$ cat config.mk
export PLATFORM = sky130hd
export DESIGN_NAME = wot_timer
export DESIGN_NICKNAME = d
export VERILOG_FILES = /design/src/logic/wot_pkg.sv /design/src/logic/wot_tick_gen.sv /design/src/logic/wot_timer.sv /design/src/logic/wot_trig_sync.sv
export VERILOG_INCLUDE_DIRS = /design/src /design/src/logic
export SDC_FILE = /design/constraint.sdc
export NUM_CORES = 1
export LEC_CHECK = 0
export ABC_AREA = 1
export BUFFER_PORTS_ARGS = -buffer_cell sky130_fd_sc_hd__buf_2
export CORE_ASPECT_RATIO = 0.7
export CORE_MARGIN = 8
export CORE_UTILIZATION = 26
export DETAILED_ROUTE_END_ITERATION = 7
export GPL_TIMING_DRIVEN = 1
export PLACE_DENSITY_LB_ADDON = 0.3
export REMOVE_ABC_BUFFERS = 1
export SLEW_MARGIN = 20
export SYNTH_ARGS = -nofsm -noshare
export SYNTH_HDL_FRONTEND = slang
export SYNTH_SLANG_ARGS = --single-unit
$ cat constraint.sdc
create_clock -name clk_i -period 1.8 [get_ports clk_i]
set_input_delay 0.18 -clock clk_i [delete_from_list [all_inputs] [get_ports clk_i]]
set_output_delay 0.18 -clock clk_i [all_outputs]
set_load 0.01 [all_outputs]
$ cat src/logic/wot_map.svh
// wot_map.svh: widths, reset values and encodings of the wait one-shot timer
// assumes: included by its bare name from the design modules
`ifndef WOT_MAP_SVH
`define WOT_MAP_SVH

// ----------------------------------------------------------------------------
// widths and reset values
// ----------------------------------------------------------------------------
`define WOT_CNT_W        8
`define WOT_PRE_RESET    8'hFF
`define WOT_PRI_RESET    8'hFF
`define WOT_SEC_RESET    8'hFF

// ----------------------------------------------------------------------------
// count source select encodings
// ----------------------------------------------------------------------------
`define WOT_SRC_DIV1     2'h0
`define WOT_SRC_DIV2     2'h1
`define WOT_SRC_DIV8     2'h2
`define WOT_SRC_UFLOW    2'h3
`define WOT_DIV8_LAST    3'h7

`endif

$ cat src/logic/wot_pkg.sv
// wot_pkg.sv: types of the wait one-shot timer
// assumes: compiled before the design modules
package wot_pkg;

  // ----------------------------------------------------------------------------
  // sequence states
  // ----------------------------------------------------------------------------
  typedef enum logic [1:0] {
    WOT_IDLE,
    WOT_WAIT,
    WOT_PULSE
  } wot_state_t;

  typedef logic [1:0] wot_src_t;

endpackage : wot_pkg

$ cat src/logic/wot_tick_gen.sv
// wot_tick_gen.sv: count-source tick generator, one pulse per count-source period
// assumes: companion underflow is a one-cycle pulse on clk_i
`timescale 1ns/1ns
`include "wot_map.svh"

module wot_tick_gen (
  input  wire logic              clk_i,
  input  wire logic              rst_n_i,
  input  wire wot_pkg::wot_src_t src_sel_i,
  input  wire logic              companion_uflow_i,
  output logic                   tick_o
);

  logic [2:0] div_reg;

  // ----------------------------------------------------------------------------
  // free-running divider
  // ----------------------------------------------------------------------------
  always_ff @(posedge clk_i or negedge rst_n_i) begin
    if (!rst_n_i) begin
      div_reg <= 3'h0;
    end else begin
      div_reg <= div_reg + 3'h1;
    end
  end

  always_comb begin
    case (src_sel_i)
      `WOT_SRC_DIV1:  tick_o = 1'b1;
      `WOT_SRC_DIV2:  tick_o = div_reg[0];
      `WOT_SRC_DIV8:  tick_o = (div_reg == `WOT_DIV8_LAST);
      default:        tick_o = companion_uflow_i;
    endcase
  end

endmodule : wot_tick_gen

$ cat src/logic/wot_timer.sv
// wot_timer.sv: programmable wait one-shot pulse timer, top level
// assumes: control bits are plain ports; strobes are one-cycle pulses on clk_i;
// external trigger pin is asynchronous
//
// Behaviour
// - count source is clk/1, clk/2, clk/8 or companion timer underflow
// - primary underflow loads secondary period and counting continues
// - secondary underflow reloads primary, ends one-shot, clears status flag
// - wait lasts (prescale+1)*(primary+1) count-source periods
// - pulse lasts (prescale+1)*(secondary+1) count-source periods to secondary underflow, then ends with the interrupt
// - with count enable set, the next trigger starts a one-shot
// - writing one-shot start bit starts a one-shot from software
// - external pin edge starts a one-shot when external trigger selected
// - counting stops once reload after secondary underflow completes
// - writing one-shot stop bit stops the one-shot
// - clearing count enable stops counting
// - writing forced stop bit stops counting at once
// - interrupt half a count-source cycle after secondary underflow (next clock for clk/1, next tick for companion underflow), with pulse end
// - count reads come from primary counter and prescaler counter
// - software writes prescale, secondary and primary period values
// - output level select sets the active level of the pulse
`timescale 1ns/1ns
`include "wot_map.svh"

module wot_timer #(
  parameter int W = `WOT_CNT_W
) (
  input  wire logic              clk_i,
  input  wire logic              rst_n_i,
  input  wire wot_pkg::wot_src_t src_sel_i,
  input  wire logic              companion_uflow_i,
  input  wire logic              count_enable_bit_i,
  input  wire logic              forced_stop_bit_i,
  input  wire logic              oneshot_start_bit_i,
  input  wire logic              oneshot_stop_bit_i,
  input  wire logic              output_level_select_i,
  input  wire logic              ext_trig_select_i,
  input  wire logic              ext_trig_falling_i,
  input  wire logic              external_trigger_pin_i,
  input  wire logic              prescale_wr_i,
  input  wire logic              primary_wr_i,
  input  wire logic              secondary_wr_i,
  input  wire logic [W-1:0]      wr_data_i,
  output logic [W-1:0]           prescale_count_o,
  output logic [W-1:0]           primary_count_o,
  output logic [W-1:0]           prescale_reg_o,
  output logic [W-1:0]           primary_period_reg_o,
  output logic [W-1:0]           secondary_period_reg_o,
  output logic                   count_enable_o,
  output logic                   oneshot_status_flag_o,
  output logic                   pulse_output_pin_o,
  output logic                   irq_o
);

  // ----------------------------------------------------------------------------
  // declarations
  // ----------------------------------------------------------------------------
  wot_pkg::wot_state_t state_reg;
  logic [W-1:0]        prescale_reg;
  logic [W-1:0]        primary_period_reg;
  logic [W-1:0]        secondary_period_reg;
  logic [W-1:0]        pre_cnt_reg;
  logic [W-1:0]        main_cnt_reg;
  logic                count_enable_reg;
  logic                end_pending_reg;
  logic [1:0]          half_cnt_reg;
  logic                pulse_reg;
  logic                pulse_next;
  logic                pin_reg;
  logic                end_now;
  logic                irq_reg;
  logic                tick;
  logic                ext_edge;
  logic                trigger;
  logic                abort;
  logic                pre_uflow;
  logic                main_uflow;

  // ----------------------------------------------------------------------------
  // helpers
  // ----------------------------------------------------------------------------
  wot_tick_gen u_tick (
    .clk_i             (clk_i),
    .rst_n_i           (rst_n_i),
    .src_sel_i         (src_sel_i),
    .companion_uflow_i (companion_uflow_i),
    .tick_o            (tick)
  );

  wot_trig_sync u_trig (
    .clk_i     (clk_i),
    .rst_n_i   (rst_n_i),
    .pin_i     (external_trigger_pin_i),
    .falling_i (ext_trig_falling_i),
    .edge_o    (ext_edge)
  );

  function automatic logic is_zero(input logic [W-1:0] v);
    is_zero = (v == '0);
  endfunction : is_zero

  // true on the edge half a count-source period after the secondary underflow, or on the next tick for companion underflow;
  // the undivided clock has no half period, so its pulse ends at the next edge
  function automatic logic half_reached(input wot_pkg::wot_src_t src,
                                        input logic [1:0]        half,
                                        input logic              tk);
    case (src)
      `WOT_SRC_DIV1: half_reached = 1'b1;
      `WOT_SRC_DIV2: half_reached = 1'b1;
      `WOT_SRC_DIV8: half_reached = (half == 2'h3);
      default:       half_reached = tk;
    endcase
  endfunction : half_reached

  // ----------------------------------------------------------------------------
  // start, stop and underflow conditions
  // ----------------------------------------------------------------------------
  assign trigger    = count_enable_reg & ~forced_stop_bit_i &
                      (oneshot_start_bit_i | (ext_trig_select_i & ext_edge));
  assign abort      = oneshot_stop_bit_i | ~count_enable_reg | forced_stop_bit_i;
  assign pre_uflow  = tick & is_zero(pre_cnt_reg);
  assign main_uflow = pre_uflow & is_zero(main_cnt_reg);
  assign end_now    = end_pending_reg & half_reached(src_sel_i, half_cnt_reg, tick);

  // ----------------------------------------------------------------------------
  // count enable: forced stop also clears it
  // ----------------------------------------------------------------------------
  always_ff @(posedge clk_i or negedge rst_n_i) begin
    if (!rst_n_i) begin
      count_enable_reg <= 1'b0;
    end else if (forced_stop_bit_i) begin
      count_enable_reg <= 1'b0;
    end else begin
      count_enable_reg <= count_enable_bit_i;
    end
  end

  // ----------------------------------------------------------------------------
  // period registers
  // ----------------------------------------------------------------------------
  always_ff @(posedge clk_i or negedge rst_n_i) begin
    if (!rst_n_i) begin
      prescale_reg         <= `WOT_PRE_RESET;
      primary_period_reg   <= `WOT_PRI_RESET;
      secondary_period_reg <= `WOT_SEC_RESET;
    end else begin
      if (prescale_wr_i) begin
        prescale_reg <= wr_data_i;
      end
      if (primary_wr_i) begin
        primary_period_reg <= wr_data_i;
      end
      if (secondary_wr_i) begin
        secondary_period_reg <= wr_data_i;
      end
    end
  end

  // ----------------------------------------------------------------------------
  // sequence state
  // ----------------------------------------------------------------------------
  always_ff @(posedge clk_i or negedge rst_n_i) begin
    if (!rst_n_i) begin
      state_reg <= wot_pkg::WOT_IDLE;
    end else begin
      case (state_reg)
        wot_pkg::WOT_IDLE: begin
          if (trigger) begin
            state_reg <= wot_pkg::WOT_WAIT;
          end
        end
        wot_pkg::WOT_WAIT: begin
          if (abort) begin
            state_reg <= wot_pkg::WOT_IDLE;
          end else if (main_uflow) begin
            state_reg <= wot_pkg::WOT_PULSE;
          end
        end
        wot_pkg::WOT_PULSE: begin
          if (abort || main_uflow) begin
            state_reg <= wot_pkg::WOT_IDLE;
          end
        end
        default: state_reg <= wot_pkg::WOT_IDLE;
      endcase
    end
  end

  // ----------------------------------------------------------------------------
  // prescaler and main counter
  // ----------------------------------------------------------------------------
  always_ff @(posedge clk_i or negedge rst_n_i) begin
    if (!rst_n_i) begin
      pre_cnt_reg  <= `WOT_PRE_RESET;
      main_cnt_reg <= `WOT_PRI_RESET;
    end else if (state_reg == wot_pkg::WOT_IDLE || abort) begin
      // counters track the written periods while stopped
      pre_cnt_reg  <= prescale_reg;
      main_cnt_reg <= primary_period_reg;
    end else if (pre_uflow) begin
      pre_cnt_reg <= prescale_reg;
      if (main_uflow) begin
        if (state_reg == wot_pkg::WOT_WAIT) begin
          main_cnt_reg <= secondary_period_reg;
        end else begin
          main_cnt_reg <= primary_period_reg;
        end
      end else begin
        main_cnt_reg <= main_cnt_reg - 1'b1;
      end
    end else if (tick) begin
      pre_cnt_reg <= pre_cnt_reg - 1'b1;
    end
  end

  // ----------------------------------------------------------------------------
  // half count-source delay to pulse end and interrupt
  // ----------------------------------------------------------------------------
  always_ff @(posedge clk_i or negedge rst_n_i) begin
    if (!rst_n_i) begin
      end_pending_reg <= 1'b0;
      half_cnt_reg    <= 2'h0;
    end else if (state_reg == wot_pkg::WOT_PULSE && main_uflow && !abort) begin
      end_pending_reg <= 1'b1;
      half_cnt_reg    <= 2'h0;
    end else if (end_pending_reg) begin
      // clk/8 ends four clocks after the underflow; the count is ignored for the other sources
      end_pending_reg <= ~end_now;
      half_cnt_reg    <= half_cnt_reg + 2'h1;
    end
  end

  // ----------------------------------------------------------------------------
  // interrupt
  // ----------------------------------------------------------------------------
  always_ff @(posedge clk_i or negedge rst_n_i) begin
    if (!rst_n_i) begin
      irq_reg <= 1'b0;
    end else begin
      irq_reg <= end_now;
    end
  end

  // ----------------------------------------------------------------------------
  // pulse output
  // ----------------------------------------------------------------------------
  // a stop before the secondary underflow drops the pulse with no interrupt
  always_comb begin
    pulse_next = pulse_reg;
    if (state_reg == wot_pkg::WOT_WAIT && main_uflow && !abort) begin
      pulse_next = 1'b1;
    end else if (abort || end_now) begin
      pulse_next = 1'b0;
    end
  end

  always_ff @(posedge clk_i or negedge rst_n_i) begin
    if (!rst_n_i) begin
      pulse_reg <= 1'b0;
    end else begin
      pulse_reg <= pulse_next;
    end
  end

  // ----------------------------------------------------------------------------
  // pulse pin
  // ----------------------------------------------------------------------------
  // the pin is a flop: a change of output level reaches it one clock later
  always_ff @(posedge clk_i or negedge rst_n_i) begin
    if (!rst_n_i) begin
      pin_reg <= 1'b0;
    end else begin
      pin_reg <= pulse_next ^ output_level_select_i;
    end
  end

  assign pulse_output_pin_o = pin_reg;

  // ----------------------------------------------------------------------------
  // status flag
  // ----------------------------------------------------------------------------

  always_ff @(posedge clk_i or negedge rst_n_i) begin
    if (!rst_n_i) begin
      oneshot_status_flag_o <= 1'b0;
    end else if (state_reg == wot_pkg::WOT_IDLE) begin
      oneshot_status_flag_o <= trigger;
    end else if (abort || (state_reg == wot_pkg::WOT_PULSE && main_uflow)) begin
      oneshot_status_flag_o <= 1'b0;
    end
  end

  // ----------------------------------------------------------------------------
  // read-back
  // ----------------------------------------------------------------------------
  assign prescale_count_o       = pre_cnt_reg;
  assign primary_count_o        = main_cnt_reg;
  assign prescale_reg_o         = prescale_reg;
  assign primary_period_reg_o   = primary_period_reg;
  assign secondary_period_reg_o = secondary_period_reg;
  assign count_enable_o         = count_enable_reg;
  assign irq_o                  = irq_reg;

endmodule : wot_timer

$ cat src/logic/wot_trig_sync.sv
// wot_trig_sync.sv: external trigger pin synchroniser with selectable edge detector
// assumes: pin is asynchronous to clk_i
`timescale 1ns/1ns

module wot_trig_sync (
  input  wire logic clk_i,
  input  wire logic rst_n_i,
  input  wire logic pin_i,
  input  wire logic falling_i,
  output logic      edge_o
);

  logic meta_reg;
  logic sync_reg;
  logic prev_reg;

  // ----------------------------------------------------------------------------
  // two-stage synchroniser and edge history
  // ----------------------------------------------------------------------------
  always_ff @(posedge clk_i or negedge rst_n_i) begin
    if (!rst_n_i) begin
      meta_reg <= 1'b0;
      sync_reg <= 1'b0;
      prev_reg <= 1'b0;
    end else begin
      meta_reg <= pin_i;
      sync_reg <= meta_reg;
      prev_reg <= sync_reg;
    end
  end

  assign edge_o = falling_i ? (prev_reg & ~sync_reg) : (sync_reg & ~prev_reg);

endmodule : wot_trig_sync

==> results.ini <==
[run_status]
status=finished, final reports clean

[place]
io_buffers=67
hpwl_um=6830
gp_congestion=0.836
dp.cells=594
dp_slack_ns=0.0512

[layout]
drive_above_1_share_pct=35.8
postLayoutCoreUtil_pct=32.8
area_delta_synth_final_pct=23.8
stdcell_count=604
antenna_cells=0
fin_nets=477

[global_routing]
grt_pass1_wl_um=14400
grt_start_max_net_pins=57
grt_usage_pct=11.3
grt_pass1_vias=2629
grt-ovfl-total=0
antenna_found_initial=0

[setup_path]
reg2regPathDepth=12
setup.worst_path.start=u_tick.div_reg[0]
critPathMaxFanout=9
critPathKind=flip-flop to flip-flop
cp-start-kind=flip-flop
r2r_slack_ns=0.16
required_ns=2.04
worst_setup_path_end_kind=flip-flop
r2r-end=prescale_count_o[2]
crit_path_end=prescale_count_o[2]
reg2reg_from=u_tick.div_reg[0]
crit_arrival_ns=1.88

[routing]
initialDrtViolationCount=122
drc_errors=0
post_drt_wl_per_cell_um=14.3
drt-total-wl_um=8670
dr.pass1.iters=4
vias=2631
routed_via_density=4.36
antenna_violating_nets_post_route=0

[cts]
cts.clk_slew.worst_paths_ns=0.07
cts_tree=built
root_buffer=clkbuf_16
h-tree-depth=2
cts_buffer_depth=2
cts_made_buffers=5
cts.sinks=56
clkLatencyLatePin_ns=0.29
post_cts_buffers=0

[logic_synthesis]
synth-edff-count=0
async_flop_share_pct=100
synth_flop_cell=dfstp_2
yosysTopAreaCellShare_pct=34.1
yosysSeqAreaShare_pct=47.0
yosys-top-cells-count=nand2_1, inv_1, dfstp_2
netlist_area_um2=3090
synth_area_leaders=dfstp_2, nand2_1, dfrtp_1
synth_cell_type_count=32
synth.avg_cell_area_um2=8.27
yosys_warnings=0
yosysMostFrequentCell=nand2_1
ys_ff_latch=56
yosysTopAreaCell=dfstp_2
netlist_instances=373

[floorplan]
start_util_pct=26.5
die_h_um=107
die_width_um=146
io_pins=68
rows=33
die_area_um2=15700
core-area_um2=11600

[pwr]
ir_drop_uv=386
power_density_nw_per_um2=839
p_total_mw=3.21
leakage_nw=1.95

[timing]
worst_slew_pin_slew_ns=0.441
fin_tns_setup_ns=0
hold_viol=0
slew-limit-headroom_pct=70.5
min_period_ns=1.64
fmax_ghz=0.609
setup_slack_ns=0.157
slew_viol_final=0
finalCritPeriodShare_pct=91.3
skew_ns=0.00299
finalSetupViolCount=0
rsz0062_at_grt=false

[run]
cap_violations=0

[worst_hold_path]
worst_hold_path_type=input port to flip-flop
min-delay-start=forced_stop_bit_i

[final cells by class]
class                   count  area, um^2
clock buffers               6         129
clock inverters             2        35.0
fillers                  1252        7820
inverters                  56         220
multi-input cells         253        1380
flip-flops and latches     56        1450
well taps                 157         196
repair buffers             74         409
[worst max-delay path, cell delays in order (launching register included)]
cell and delay (ns):
dfrtp_1 0.39, ha_2 0.19, ha_1 0.17, inv_1 0.05, nand2_1 0.05, nand3_2 0.09, nand2_4 0.09, nand2_4 0.09
nand2_4 0.09, buf_6 0.15, o21ai_1 0.11, nand2_1 0.07, nand2_1 0.06
[stage by stage]
stage / hold WS [ns] / cell area, um^2
finish: 0.0612 / 3820
floorplan: -0.116 / 3040
global route: 0.0576 / 3820
CTS: 0.0550 / 3800
detailed placement: 0.207 / 3620
global placement: 0.203 / 3620
[where the power goes]
part           switching [mW]  internal (mW)  leakage (nW)
sequential              0.106           1.43         0.621
combinational           0.340          0.222          1.25
clock                   0.455          0.656        0.0808
[logic make-up after synthesis]
family                   count (synthesis)  share of synthesized area, %
multiplexers                            12                          4.34
XOR/XNOR                                 4                          1.14
AND/OR/NAND/NOR                        195                          30.2
flip-flops                              56                          47.0
buffers and inverters                   64                          8.64
AO/OA/AOI/OAI                           35                          5.80
adder cells (fa/ha/maj)                  7                          2.84
[timing repair]
item	CTS	global route
hold buffers	2	0
endpoints found under the hold margin	17	0
gates resized for setup	0	6
setup endpoints to repair	0	11
[worst min path at each step]
| stage | end | slack, ns | cells past startpoint |
|---|---|---|---|
| 2_1_floorplan | count_enable_o | -0.12 | 0 |
| 3_3_place_gp | u_trig.sync_reg | 0.20 | 2 |
| 3_5_place_dp | u_trig.sync_reg | 0.21 | 2 |
| 4_1_cts | count_enable_o | 0.06 | 2 |
| 5_1_grt | count_enable_o | 0.06 | 2 |
| 6_report | count_enable_o | 0.06 | 2 |
[layout by cell type, fill, tap and decap left out, types with 5 or more instances in the layout]
master,instances
nand3_1,36
clkbuf_16,5
buf_2,67
nor2_1,18
dfrtp_1,16
inv_1,51
nand2_4,5
ha_1,6
nor2_2,7
nand2_1,110
mux2_2,11
o21ai_0,28
dfstp_2,40
nand4_1,5
[per-layer routing]
| layer | track usage (%) | up-vias | part of all wire [%] |
|---|---|---|---|
| met5 | 0 | - | 0 |
| met4 | 2.64 | 0 | 0.85 |
| met3 | 1.94 | 5 | 4.2 |
| met2 | 16.3 | 67 | 43 |
| met1 | 17.0 | 1230 | 52 |
| li1 | - | 1329 | - |
Note: power is estimated with default switching activity, not from simulation.
